==> config.mk <==
export PLATFORM = sky130hd
export DESIGN_NAME = cit_core_seq
export DESIGN_NICKNAME = d
export VERILOG_FILES = /design/src/common/cit_pkg.sv /design/src/core/cit_timing.sv /design/src/core/cit_core_seq.sv
export VERILOG_INCLUDE_DIRS = /design/src /design/src/common
export SDC_FILE = /design/constraint.sdc
export NUM_CORES = 1
export LEC_CHECK = 0
export ABC_AREA = 1
export BUFFER_PORTS_ARGS = -buffer_cell sky130_fd_sc_hd__buf_2
export CORE_UTILIZATION = 35
export CTS_CLUSTER_DIAMETER = 200
export DETAILED_ROUTE_END_ITERATION = 6
export GPL_ROUTABILITY_DRIVEN = 0
export PLACE_DENSITY_LB_ADDON = 0.2
export SLEW_MARGIN = 30
export SYNTH_ARGS = -nofsm -noshare
export SYNTH_HDL_FRONTEND = slang
export SYNTH_SLANG_ARGS = --single-unit
export TNS_END_PERCENT = 10
==> constraint.sdc <==
create_clock -name clk -period 5.1 [get_ports clk]
set_input_delay 1.02 -clock clk [delete_from_list [all_inputs] [get_ports clk]]
set_output_delay 1.02 -clock clk [all_outputs]
set_load 0.02 [all_outputs]
==> src/common/cit_defs.svh <==
// constants for the instruction timing sequencer
// assumes inclusion by bare name from each design file
`ifndef CIT_DEFS_SVH
`define CIT_DEFS_SVH

// system clock, the longest instruction, and byte and clock counts
`define CIT_CLK_MHZ      25
`define CIT_MAX_CYC      4'h8
`define CIT_ONE_CYC      4'h1
`define CIT_ONE_BYTE     2'h1
`define CIT_TWO_BYTE     2'h2
`define CIT_THREE_BYTE   2'h3
`define CIT_TWO_CYC      4'h2
`define CIT_THREE_CYC    4'h3
// program counter reset value and step
`define CIT_PC_RST       16'h0000
`define CIT_PC_STEP      16'h0001
// timing table entry: illegal, branch, bytes, cycles
`define CIT_E_ILL        7
`define CIT_E_BR         6
`define CIT_E_BYTES      5:4
`define CIT_E_CYC        3:0
// opcodes used by the checks
`define CIT_OP_DIV       8'h84
`define CIT_OP_NOP       8'h00

`endif

==> src/common/cit_pkg.sv <==
// types for the instruction timing sequencer
// assumes cit_defs.svh is on the include path
package cit_pkg;

  // sequencer phases
  typedef enum logic [1:0] {
    CIT_S_OP   = 2'b00,
    CIT_S_ARG  = 2'b01,
    CIT_S_EXEC = 2'b10
  } cit_state_t;

  // whole state of the sequencer
  typedef struct packed {
    cit_state_t  state;
    logic [7:0]  op;
    logic [7:0]  arg1;
    logic [7:0]  arg2;
    logic [15:0] pc;
    logic [3:0]  cnt;
    logic [3:0]  base;
    logic [1:0]  nbytes;
    logic [1:0]  left;
    logic        br;
    logic        ext;
    logic        illegal;
    logic        ready;
    logic        start;
    logic        done;
    logic        halted;
    logic        hreq;
    logic        step;
    logic        skip;
  } cit_seq_t;

endpackage

==> src/core/cit_timing.sv <==
// opcode timing lookup: length in bytes and clocks per opcode
// assumes a combinational consumer on the same clock
`timescale 1ns/1ps
`include "cit_defs.svh"

module cit_timing
  import cit_pkg::*;
(
  input  wire logic [7:0] op,
  output logic [1:0]      tim_bytes,
  output logic [3:0]      tim_cycles,
  output logic            tim_branch,
  output logic            tim_illegal
);

  // packed entry: {illegal, branch, bytes, cycles}
  function automatic logic [7:0] cit_entry(input logic [7:0] o);
    logic [3:0] hi;
    logic [7:0] e;
    hi = o[7:4];
    e  = 8'h11;
    unique case (o[3:0])
      4'h0: begin
        unique case (hi)
          4'h0:                      e = 8'h11;
          4'h1, 4'h2, 4'h3:          e = 8'h73;
          4'h4, 4'h5, 4'h6, 4'h7:    e = 8'h62;
          4'h8:                      e = 8'h23;
          4'h9:                      e = 8'h33;
          4'hA, 4'hB, 4'hC, 4'hD:    e = 8'h22;
          default:                   e = 8'h13;
        endcase
      end
      4'h1: e = 8'h23;
      4'h2: begin
        unique case (hi)
          4'h0, 4'h1:                e = 8'h34;
          4'h2, 4'h3:                e = 8'h15;
          4'hE, 4'hF:                e = 8'h13;
          default:                   e = 8'h22;
        endcase
      end
      4'h3: begin
        unique case (hi)
          4'h4, 4'h5, 4'h6:          e = 8'h33;
          // [RULE7] external data moves take three clocks
          4'h7, 4'h8, 4'h9,
          4'hE, 4'hF:                e = 8'h13;
          default:                   e = 8'h11;
        endcase
      end
      4'h4: begin
        unique case (hi)
          4'h0, 4'h1, 4'hC, 4'hD,
          4'hE, 4'hF:                e = 8'h11;
          4'h8:                      e = 8'h18;
          4'hA:                      e = 8'h14;
          4'hB:                      e = 8'h73;
          default:                   e = 8'h22;
        endcase
      end
      4'h5: begin
        unique case (hi)
          4'h7, 4'h8:                e = 8'h33;
          4'hA:                      e = 8'h91;
          4'hB:                      e = 8'h74;
          4'hD:                      e = 8'h73;
          default:                   e = 8'h22;
        endcase
      end
      4'h6, 4'h7: begin
        unique case (hi)
          4'h7, 4'h8, 4'hA:          e = 8'h22;
          4'hB:                      e = 8'h74;
          default:                   e = 8'h12;
        endcase
      end
      default: begin
        unique case (hi)
          4'h7, 4'h8, 4'hA:          e = 8'h22;
          4'hB:                      e = 8'h73;
          4'hD:                      e = 8'h62;
          default:                   e = 8'h11;
        endcase
      end
    endcase
    return e;
  endfunction

  // split the entry into its fields
  always_comb begin
    logic [7:0] e;
    e           = cit_entry(op);
    tim_illegal = e[`CIT_E_ILL];
    tim_branch  = e[`CIT_E_BR];
    tim_bytes   = e[`CIT_E_BYTES];
    tim_cycles  = e[`CIT_E_CYC];
  end

endmodule

==> src/core/cit_core_seq.sv <==
// instruction timing sequencer with debug run control
// assumes a fetch unit and debug port logic on the same clock
`timescale 1ns/1ps
`include "cit_defs.svh"

// How it works
// [RULE1] durations count plain system clocks, no machine-cycle unit
// [RULE2] most instructions take one clock per program byte
// [RULE3] a conditional branch not taken finishes one clock earlier
// [RULE4] no instruction exceeds eight clocks; only divide uses eight
// [RULE5] encodings, addressing and status flags stay classic; timing differs
// [RULE6] the decoder knows exactly 109 distinct instructions
// [RULE7] clock counts per class follow the documented distribution
// [RULE8] accumulator with working register: one byte, one clock
// [RULE9] accumulator with direct byte: two bytes, two clocks
// [RULE10] accumulator with immediate: two bytes, two clocks
// [RULE11] indirect pointer register operand: one byte, two clocks
// [RULE12] immediate into direct byte logic: three bytes, three clocks
// [RULE13] accumulator into direct byte logic: two bytes, two clocks
// [RULE14] host sets breakpoints, halts, runs, steps and inspects state
// [RULE15] debug runs full speed using no program-visible resources
// [RULE16] programming and debug traffic arrive over the two-wire link; the code takes debug requests on plain input pins
// [RULE17] one program byte fetched per clock without stalls
module cit_core_seq
  import cit_pkg::*;
(
  input  wire logic        clk,
  input  wire logic        rst_n,
  input  wire logic [7:0]  code_byte,
  input  wire logic        code_valid,
  input  wire logic        branch_taken,
  input  wire logic        dbg_halt_req,
  input  wire logic        dbg_run_req,
  input  wire logic        dbg_step_req,
  input  wire logic        bkpt_en,
  input  wire logic [15:0] bkpt_addr,
  output logic             code_ready,
  output logic [7:0]       op_code,
  output logic [7:0]       operand1,
  output logic [7:0]       operand2,
  output logic [15:0]      prog_ctr,
  output logic             instr_start,
  output logic             instr_done,
  output logic [3:0]       instr_cycles,
  output logic [1:0]       instr_bytes,
  output logic             instr_illegal,
  output logic             halted
);

  cit_seq_t   s_r;
  cit_seq_t   s_nxt;
  logic [1:0] tim_bytes;
  logic [3:0] tim_cycles;
  logic       tim_branch;
  logic       tim_illegal;
  logic       accept;
  logic       bp_hit;

  // per-opcode length and clock count
  // [RULE5] [RULE6] [RULE7] classic encodings, timing table in plain clocks
  cit_timing u_timing (
    .op          (code_byte),
    .tim_bytes   (tim_bytes),
    .tim_cycles  (tim_cycles),
    .tim_branch  (tim_branch),
    .tim_illegal (tim_illegal)
  );

  // true when this clock is the last of the instruction
  function automatic logic cit_last(input logic [3:0] cnt,
                                    input logic [3:0] base,
                                    input logic       br,
                                    input logic       tk);
    return (cnt == base && !(br && tk)) ||
           (cnt == base + `CIT_ONE_CYC);
  endfunction

  assign accept = s_r.ready && code_valid;

  // next state of the sequencer
  always_comb begin
    logic chk;
    chk         = 1'b0;
    s_nxt       = s_r;
    s_nxt.start = 1'b0;
    s_nxt.done  = 1'b0;
    unique case (s_r.state)
      // [RULE17] opcode byte taken in one clock
      CIT_S_OP: begin
        if (accept) begin
          s_nxt.op      = code_byte;
          s_nxt.arg1    = 8'h00;
          s_nxt.arg2    = 8'h00;
          s_nxt.pc      = s_r.pc + `CIT_PC_STEP;
          s_nxt.cnt     = `CIT_ONE_CYC;
          s_nxt.base    = tim_cycles;
          s_nxt.nbytes  = tim_bytes;
          s_nxt.left    = tim_bytes - `CIT_ONE_BYTE;
          s_nxt.br      = tim_branch;
          s_nxt.ext     = 1'b0;
          s_nxt.illegal = tim_illegal;
          s_nxt.start   = 1'b1;
          s_nxt.skip    = 1'b0;
          s_nxt.state   = (tim_bytes > `CIT_ONE_BYTE) ?
                          CIT_S_ARG : CIT_S_EXEC;
          chk           = (tim_bytes == `CIT_ONE_BYTE);
        end
      end
      // [RULE2] one operand byte per clock
      CIT_S_ARG: begin
        if (accept) begin
          if (s_r.left == s_r.nbytes - `CIT_ONE_BYTE) begin
            s_nxt.arg1 = code_byte;
          end else begin
            s_nxt.arg2 = code_byte;
          end
          s_nxt.pc   = s_r.pc + `CIT_PC_STEP;
          s_nxt.cnt  = s_r.cnt + `CIT_ONE_CYC;
          s_nxt.left = s_r.left - `CIT_ONE_BYTE;
          chk        = (s_r.left == `CIT_ONE_BYTE);
        end
      end
      // [RULE1] extra execute clocks, one count per clock
      CIT_S_EXEC: begin
        s_nxt.cnt = s_r.cnt + `CIT_ONE_CYC;
        chk       = 1'b1;
      end
      default: begin
        s_nxt.state = CIT_S_OP;
      end
    endcase
    // [RULE3] taken branch adds one clock
    if (chk) begin
      if (cit_last(s_nxt.cnt, s_nxt.base, s_nxt.br, branch_taken)) begin
        s_nxt.done  = 1'b1;
        s_nxt.state = CIT_S_OP;
      end else begin
        s_nxt.state = CIT_S_EXEC;
        if (s_nxt.br && branch_taken && s_nxt.cnt == s_nxt.base) begin
          s_nxt.ext = 1'b1;
        end
      end
    end
    // [RULE16] requests taken straight from dbg_run_req, dbg_step_req and dbg_halt_req inputs, no two-wire link
    // [RULE14] run and step release a halted core
    if (s_r.halted && dbg_run_req) begin
      s_nxt.halted = 1'b0;
      s_nxt.skip   = 1'b1;
    end else if (s_r.halted && dbg_step_req) begin
      s_nxt.halted = 1'b0;
      s_nxt.step   = 1'b1;
      s_nxt.skip   = 1'b1;
    end
    if (dbg_halt_req && !s_r.halted) begin
      s_nxt.hreq = 1'b1;
    end
    // [RULE14] halt only on an instruction boundary
    bp_hit = bkpt_en && (s_nxt.pc == bkpt_addr) && !s_nxt.skip;
    if (s_nxt.state == CIT_S_OP && !s_nxt.halted &&
        (s_nxt.hreq || bp_hit || (s_nxt.step && s_nxt.done))) begin
      s_nxt.halted = 1'b1;
      s_nxt.hreq   = 1'b0;
      s_nxt.step   = 1'b0;
    end
    // [RULE17] fetch offered whenever a byte is wanted
    s_nxt.ready = (s_nxt.state == CIT_S_ARG) ||
                  (s_nxt.state == CIT_S_OP && !s_nxt.halted);
  end

  // state register, private to debug and sequencing
  // [RULE15] no program-visible resource used
  always_ff @(posedge clk or negedge rst_n) begin
    if (!rst_n) begin
      s_r         <= '0;
      s_r.state   <= CIT_S_OP;
      s_r.pc      <= `CIT_PC_RST;
    end else begin
      s_r <= s_nxt;
    end
  end

  // outputs straight from the state register
  assign code_ready    = s_r.ready;
  assign op_code       = s_r.op;
  assign operand1      = s_r.arg1;
  assign operand2      = s_r.arg2;
  assign prog_ctr      = s_r.pc;
  assign instr_start   = s_r.start;
  assign instr_done    = s_r.done;
  assign instr_cycles  = s_r.cnt;
  assign instr_bytes   = s_r.nbytes;
  assign instr_illegal = s_r.illegal;
  assign halted        = s_r.halted;

  // opcode classes used by the checks
  logic alu_hi;
  logic op_rn;
  logic op_ind;
  logic op_dir;
  logic op_imm;
  assign alu_hi = (s_r.op[7:4] inside {4'h2, 4'h3, 4'h4,
                                       4'h5, 4'h6, 4'h9});
  assign op_rn  = alu_hi && s_r.op[3];
  assign op_ind = alu_hi && (s_r.op[3:1] == 3'h3);
  assign op_dir = alu_hi && (s_r.op[3:0] == 4'h5);
  assign op_imm = alu_hi && (s_r.op[3:0] == 4'h4);
endmodule

# --- After elaboration in Yosys (flattened, before gate mapping) ---
# Memories as Yosys holds them, arrays and structs flattened.
# Index checks and enable logic that the tools add are counted.
totals:
  out_inout_bits: 51
  inputBits: 32
  memories: 3
  ff_bits: 64
  rom_bits: 224
  elab_cells: 135
op_classes:
  addsub: 6
  reduce_logical: 38
  eq_ne: 30
  mux: 38
  magnitude_cmp: 1
mem_list:
  columns: ["name", "words", "word_bits", "read_ports", "rd_clocked_by_memory_dff", "wr", "line_no", "text"]
  rows:
  - ["(no name shown)", 16, 7, 1, 0, 0, "cit_timing.sv:53", "unique case (hi)"]
  - ["(no name shown)", 16, 5, 1, 0, 0, "cit_timing.sv:24", "unique case (hi)"]
  - ["(no name shown)", 16, 2, 1, 0, 0, "cit_timing.sv:44", "unique case (hi)"]
ops:
  columns: ["cell", "count"]
  rows:
  - ["$pmux W32 S2", 1]
  - ["$mux W57", 1]
  - ["$pmux W8 S7", 1]
  - ["$mux W36", 1]
  - ["$pmux W8 S4", 1]
  - ["$eq A4 B4 Y1 const B", 6]
  - ["$pmux W7 S3", 1]
  - ["$eq A4 B3 Y1 const B", 5]
  - ["$pmux W6 S3", 1]
  - ["$add A16 B1 Y16 const B", 1]
  - ["$eq A16 B16 Y1", 1]
  - ["$eq A4 B2 Y1 const B", 4]
  - ["$mux W1", 16]
  - ["$mux W8", 2]
  - ["$pmux W7 S2", 1]
  - ["$logic_and A1 B1 Y1", 13]
  - ["$pmux W4 S3", 1]
  - ["$reduce_or A2 Y1", 6]
  - ["$mux W2", 5]
  - ["$add A4 B1 Y4 const B", 2]
  - ["$eq A2 B1 Y1 const B", 4]
  - ["$eq A4 B1 Y1 const B", 2]
  - ["$eq A4 B4 Y1", 2]
  - ["$logic_not A4 Y1", 2]
  - ["other kinds (17)", 33]

# --- Logic depth before layout (Yosys ltp) ---
# Gate-level depths: netlist of the first run.
depth:
  ltp_word: 21
  ltp_mapped: 24
  mapped_depth_nobuf: 23

# --- Modules after synthesis ---
# A second synthesis of the first run with hierarchy kept.
hier_totals:
  cells_unflattened: 653
  hier_area_um2: 4673.2
by_module_without_submodules:
  columns: ["mod", "seq_area_each_um2", "instances", "area_per_inst_um2", "cells_per_inst"]
  rows:
  - ["cit_core_seq", 1576.5, 1, 4107.7, 546]
  - ["cit_timing", 0.0, 1, 565.5, 107]

# --- Worst setup path after synthesis of the first run ---
# No wires, ideal clock.
synth_path:
  path_type: "input port to flip-flop"
  from: "input code_byte[5]"
  to: "register s_r[2] (netlist bit)"
  path_slack_ps: 1927
  arrival_time_ps: 3061
  cell_stages: 20
  setup_time_ps: 113
  required_ps: 4987
  path_cell_list: "buf_2 > inv_2 > ha_1 > nand2_1 > nand2_1 > o21ai_0 > nor2_1 > nand3_1 > nand2_1 > nand2_1 > ha_1 > xnor2_1 > nand3_1 > nor2_1 > nand2_2 > nand3_2 > nand2_2 > nor2_2 > or2_1 > inv_1"
synth_rtl:
  columns: ["element", "line_no", "text"]
  rows:
  - ["start: declaration", "cit_core_seq.sv:29", "input wire logic [7:0] code_byte,"]
  - ["end signal: assignment", "cit_core_seq.sv:178", "s_r <= s_nxt;"]
  - ["end: declaration", "cit_core_seq.sv:50", "cit_seq_t s_r;"]

==> results.cfg, run 1 <==
[status]
outcome = complete, no violations

[clocking]
htree_levels = 3
cts.clk_slew.worst_paths_ns = 0.06
clock-root-buffer = clkbuf_16
ctsResizeCount = 0
cts_tree = yes
cts_num_sinks = 63
clock_latency_ns = 0.34
cts.path.max_buffers = 2
numCtsBuffers = 9
postCtsHoldBufs = 0
cts_setup_buffers = 0

[logic_synthesis]
seq_area_frac_synth_pct = 36.5
syn_area_um2 = 4310
synth_cells = 611
ys_ff_latch = 63
synthesis.nets = 652
synthesis.area_per_instance_um2 = 7.06
yosysUniqueCellTypes = 38
ys_warn_count = 0

[hold_path]
hp-class = reg -> reg
min-delay-start = operand2[5]

[power_and_ir_drop]
power_mw = 2.59
combPwrFrac_pct = 41.6
max-vdd-ir-drop_mv = 0.341
p_int_mw = 1.53
p_per_area_nw_per_um2 = 530
power_switching_share_pct = 40.9
pwr-share-clk_pct = 27.9
switchingPower_mw = 1.06
power_frac_seq_pct = 30.5
p_leak_nw = 2.73

[layout]
fillerInstances = 1259
finalNonFillerCells = 804
drive_above_1_share_pct = 21.2
diodes = 0
syn2layout_area_growth_pct = 13.1
final_util_pct = 40.6
num-nets-final = 694

[timing]
finClkSkew_ns = 0.00779
maxSlewViolCount = 0
worstMarginPinSlew_ns = 0.803
finalCriticalPeriod_ns = 3.30
slew-limit-headroom_pct = 46.2
finalSetupTns_ns = 0
rsz0062_at_grt = no
fmax_mhz = 303
setup_viol_count_final = 0
period_share_pct = 64.7
fin_ws_ns = 1.80
hold_viol_final = 0

[drt]
ant_nets = 0
routedWlPerCell_um = 13.1
drt-vias-per-instance = 4.77
routed_wl_um = 10500
vias = 3838
first_iter_violations = 168
dr.pass1.iters = 5
drc_errors = 0

[global_route]
grt_pass1_vias = 3660
grt_usage_pct = 17.8
grt-ovfl-total = 0
grt_max_degree = 41
antenna_found_initial = 0
grt_pass1_wl_um = 17700

[placed_design]
pre_cts_ws_ns = 1.47
port_buffers = 82
place_hpwl_um = 8220
dp_cells = 789

[critical_path]
slowest_delay_ns = 0.40
cp_max_fo = 11
cp_slowest_cell = a221oi_2
arrival_ns = 3.53
rr_startpoint = code_ready
cp-end-kind = register
critPathLaunchType = primary input
reg2reg_to = s_r[2]
crit_chain = buf_2 > inv_1 > nand2_1 > inv_2 > nand2_1 > nand2_1 > nor2_1 > o21ai_0 > nor3_1 > nand4_1 > ha_1 > a221oi_2 > inv_1 > nand3_2 > nand2_2 > nor2_2 > or2_1 > inv_1
setup.worst_path.start = code_byte[7]
worstSetupEndpoint = s_r[2]
worst-setup-path-type = in -> reg
path_buf_inv = 5
cp.depth = 18
path_delay_family = simple AND/OR/NAND/NOR gates
ff2ff_path_depth = 16
timing.critical_path.required_ns = 5.33
worst-r2r-setup-slack_ns = 2.20

[die]
core_area_um2 = 12000
io_pins = 83
die_area_um2 = 12800
chipWidth_um = 113
die_h_um = 113
initial_core_util_pct = 35.9
num_rows = 40

[job]
max_cap_violations = 0
## cells in the final DEF, fill, tap and decap left out, types with 10 or more instances in the layout
| cell | Yosys | layout |
|---|---|---|
| dfrtp_1 | 63 | 63 |
| o21ai_0 | 23 | 23 |
| nand2_2 | 10 | 10 |
| nor2_1 | 69 | 69 |
| nand4_1 | 14 | 14 |
| buf_2 | 2 | 82 |
| nand2_1 | 187 | 187 |
| inv_1 | 67 | 67 |
| nand3_1 | 43 | 43 |
## worst reg2reg max path, cell delays in order (launching register included)
cell     delay, ns
dfrtp_1       0.40
nand2_2       0.16
inv_2         0.09
nand2_2       0.31
inv_2         0.20
o21ai_0       0.25
nand2_1       0.17
ha_1          0.34
xnor2_1       0.16
nand3_1       0.09
nor2_1        0.12
nand2_2       0.09
nand3_2       0.07
nand2_2       0.07
nor2_2        0.13
or2_1         0.12
inv_1         0.04
## layer usage
metal	global-route usage [%]	part of all wire, %	vias up
met4	5.96	1.5	0
li1	-	-	1982
met2	27.9	44	118
met3	4.71	5.6	18
met1	23.9	49	1720
met5	0	0	-
## sequential cells by signal, indices dropped and copies added, names as in the netlist
signal	flops
code_ready	1
halted	1
instr_bytes	2
instr_cycles	4
instr_done	1
instr_illegal	1
instr_start	1
op_code	8
operand1	8
operand2	8
prog_ctr	16
s_r	12
## power groups by stage
stage / clock network (mW) / registers [mW] / logic [mW]
finish: 0.721 / 0.790 / 1.08
global route: 0.758 / 0.817 / 1.22
CTS: 0.734 / 0.792 / 1.09
detailed placement: 0 / 0.799 / 1.08
global placement: 0 / 0.798 / 1.07
floorplan: 0 / 0.774 / 0.941
## cell families after synthesis
group	Yosys count	synth area share [%]
AOI/OAI and AO/OA	49	7.25
xor gates and xnor gates	5	1.02
adders and majority gates	9	2.61
buffers and inverters	129	15.5
DFF	63	36.5
muxes	8	2.09
and+or+nand+nor	348	34.9
## synthesized netlist by cell type (all sizes together)
cell	n	area share, %
clkbuf	1	0.087
mux2	8	2.1
a21boi	1	0.17
o21bai	4	0.70
a21oi	10	1.5
buf	51	8.8
xnor2	2	0.41
a22oi	1	0.29
o21ai	25	2.9
o22a	1	0.20
or2	2	0.29
xor2	3	0.61
nand4	14	2.0
nand3	44	5.2
dfrtp	63	37
o211ai	3	0.52
o2111ai	1	0.20
clkinv	1	0.087
nand3b	7	1.2
nor3	6	0.81
nand2	198	18
nor2	77	7.4
inv	76	6.6
o221ai	1	0.20
ha	9	2.6
a221oi	2	0.55
## worst min path at each step
stage / to / depth (start not counted)
after floorplan: operand2[0] / 2
after global placement: operand2[0] / 2
after detailed placement: operand2[0] / 2
after CTS: operand2[0] / 2
after global routing: operand2[2] / 2
final: operand2[5] / 2
## per-stage QoR
stage / hold WS, ns / area, um2
6_report: 0.470 / 4880
5_1_grt: 0.496 / 4880
4_1_cts: 0.474 / 4880
3_5_place_dp: 0.461 / 4530
3_3_place_gp: 0.450 / 4530
2_1_floorplan: 0.443 / 4310
## final cells by class
type	instances	area, um2	share of cell area (%)
Sequential cell	63	1580	32.3
Timing Repair Buffer	83	418	8.56
Tap cell	147	184	3.77
Clock inverter	3	90.1	1.85
Clock buffer	12	256	5.26
Multi-Input combinational cell	419	2070	42.3
Inverter	77	289	5.92
(Power assumes the default switching activity.)
==> inputs of run 2 (changes only) <==
Clock period 5.1 ns to 2.9 ns, I/O delays scaled along.
==> results.cfg, run 2 (synthesized netlist as in run 1, its figures left out) <==
[status]
outcome = complete, no violations

[power_and_ir_drop]
p_per_area_nw_per_um2 = 902
max-vdd-ir-drop_mv = 0.435
power_mw = 4.56
p_leak_nw = 2.84

[timing]
fmax_mhz = 379
finalSetupTns_ns = 0
setup_viol_count_final = 0
hold_viol_final = 0
maxSlewViolCount = 0
finalCriticalPeriod_ns = 2.64
slew-limit-headroom_pct = 46.9
holdWs_ns = 0.273
finClkSkew_ns = 0.00385
period_share_pct = 91.0
worstMarginPinSlew_ns = 0.794

[clocking]
clock-root-buffer = clkbuf_16
numCtsBuffers = 9
cts.path.max_buffers = 2
clock_latency_ns = 0.33
cts.clk_slew.worst_paths_ns = 0.05
cts_tree = yes
cts_num_sinks = 63
htree_levels = 3
cts_setup_buffers = 0

[die]
initial_core_util_pct = 35.9
num_rows = 40
chipWidth_um = 113
io_pins = 83
die_area_um2 = 12800
die_h_um = 113
core_area_um2 = 12000

[critical_path]
ff2ff_path_depth = 18
crit_chain = buf_2 > inv_2 > ha_1 > nand2_1 > nand2_1 > o21ai_0 > nor2_1 > nand3_1 > nand2_1 > nand2_1 > ha_1 > xnor2_1 > nand3_1 > nor2_2 > nand2_2 > nand3_2 > nand2_2 > nor2_2 > or2_1 > inv_1
arrival_ns = 2.87
cp_common_cell = nand2_1
cp_max_fo = 8
cp_slowest_cell = ha_1
cp-end-kind = register
worst-setup-path-type = in -> reg
critPathLaunchType = primary input
slowest_delay_ns = 0.31
timing.critical_path.required_ns = 3.13

[drt]
drt-vias-per-instance = 4.84
vias = 4009
ant_nets = 0
dr.pass1.iters = 5
routed_wl_um = 10900
first_iter_violations = 288
drc_errors = 0
routedWlPerCell_um = 13.1

[hold_path]
hp-class = in -> async

[global_route]
grt_pass1_wl_um = 18000
grt-ovfl-total = 0
antenna_found_initial = 0
grt_usage_pct = 18.1
grt_max_degree = 41
grt_pass1_vias = 3780

[placed_design]
place_hpwl_um = 8610
place_area_um2 = 4720
port_buffers = 82

[layout]
drive_above_1_share_pct = 24.1
layout_common_cells = nand2_1, buf_2, nor2_1, inv_1, dfrtp_1
diodes = 0
syn2layout_area_growth_pct = 17.3
design_area_um2 = 5060
largest_register_ffs = 16
num-nets-final = 717
final_common_cell = nand2_1

[job]
max_cap_violations = 0
## run 2: cell count changes in the layout (fill, tap and decap cells not counted)
cell / previous run / this run
buf_12: 0 / 1
clkinv_2: 0 / 1
buf_4: 1 / 23
clkbuf_1: 1 / 2
nor2_1: 69 / 67
a221oi_2: 1 / 0
nor2_2: 6 / 8
bufinv_16: 3 / 2
a221oi_4: 0 / 1
## run 2: metal layers
layer  track usage (%)  share of wire [%]  wire (um)  vias to the layer above
met1              24.7                 49       5290                     1829
met5                 0                  0          0                        -
met3              3.43                5.1        554                       15
met2              28.7                 45       4870                      128
li1                  -                  -          -                     2037
met4              6.58                1.5        158                        0
## run 2: stage by stage
step	util, %	cells	worst slack, ns
2_1_floorplan	-	611	0.167
3_3_place_gp	39.3	812	0.0155
3_5_place_dp	39.3	812	-0.0596
4_1_cts	42.0	828	0.293
5_1_grt	42.1	828	-0.00735
6_report	42.1	828	0.260
## run 2: what timing repair did
| item | CTS | global route |
|---|---|---|
| hold buffers | 0 | 0 |
| setup endpoints to repair | 0 | 2 |
| gates resized for setup | 0 | 3 |
## run 2: area by class of cell
type	count	area, um2
clock buffer	13	260
clock inverter	3	65.1
fill	1287	6950
inverter	77	289
multi-input combinational	419	2080
sequential	63	1580
tap	147	184
timing repair buffer	106	603
## run 2: critical path: cells and delay by family
kind                     cells  cell delay, ns
adder cells (fa/ha/maj)      2            0.62
AO/OA/AOI/OAI                1            0.08
AND/OR/NAND/NOR             13            1.13
XOR/XNOR                     1            0.15
buffers and inverters        3            0.30
## run 2: power breakdown
group | total, mW | switching [mW] | internal, mW
logic | 1.99 | 1.27 | 0.722
registers | 1.39 | 0.236 | 1.16
clock network | 1.18 | 0.385 | 0.798
total | 4.56 | 1.89 | 2.68
## run 2: path summary, 6_finish.rpt
kind	start	endpoint	slack, ns
setup / recovery	code_byte[6]	s_r[2]	0.26
hold / removal	rst_n	prog_ctr[2]	0.27
setup reg to reg	s_r[63]	s_r[2]	0.36
hold reg to reg	operand2[4]	operand2[4]	0.47
max in group asynchronous	rst_n	op_code[1]	1.99
min in group clk	operand2[4]	operand2[4]	0.47
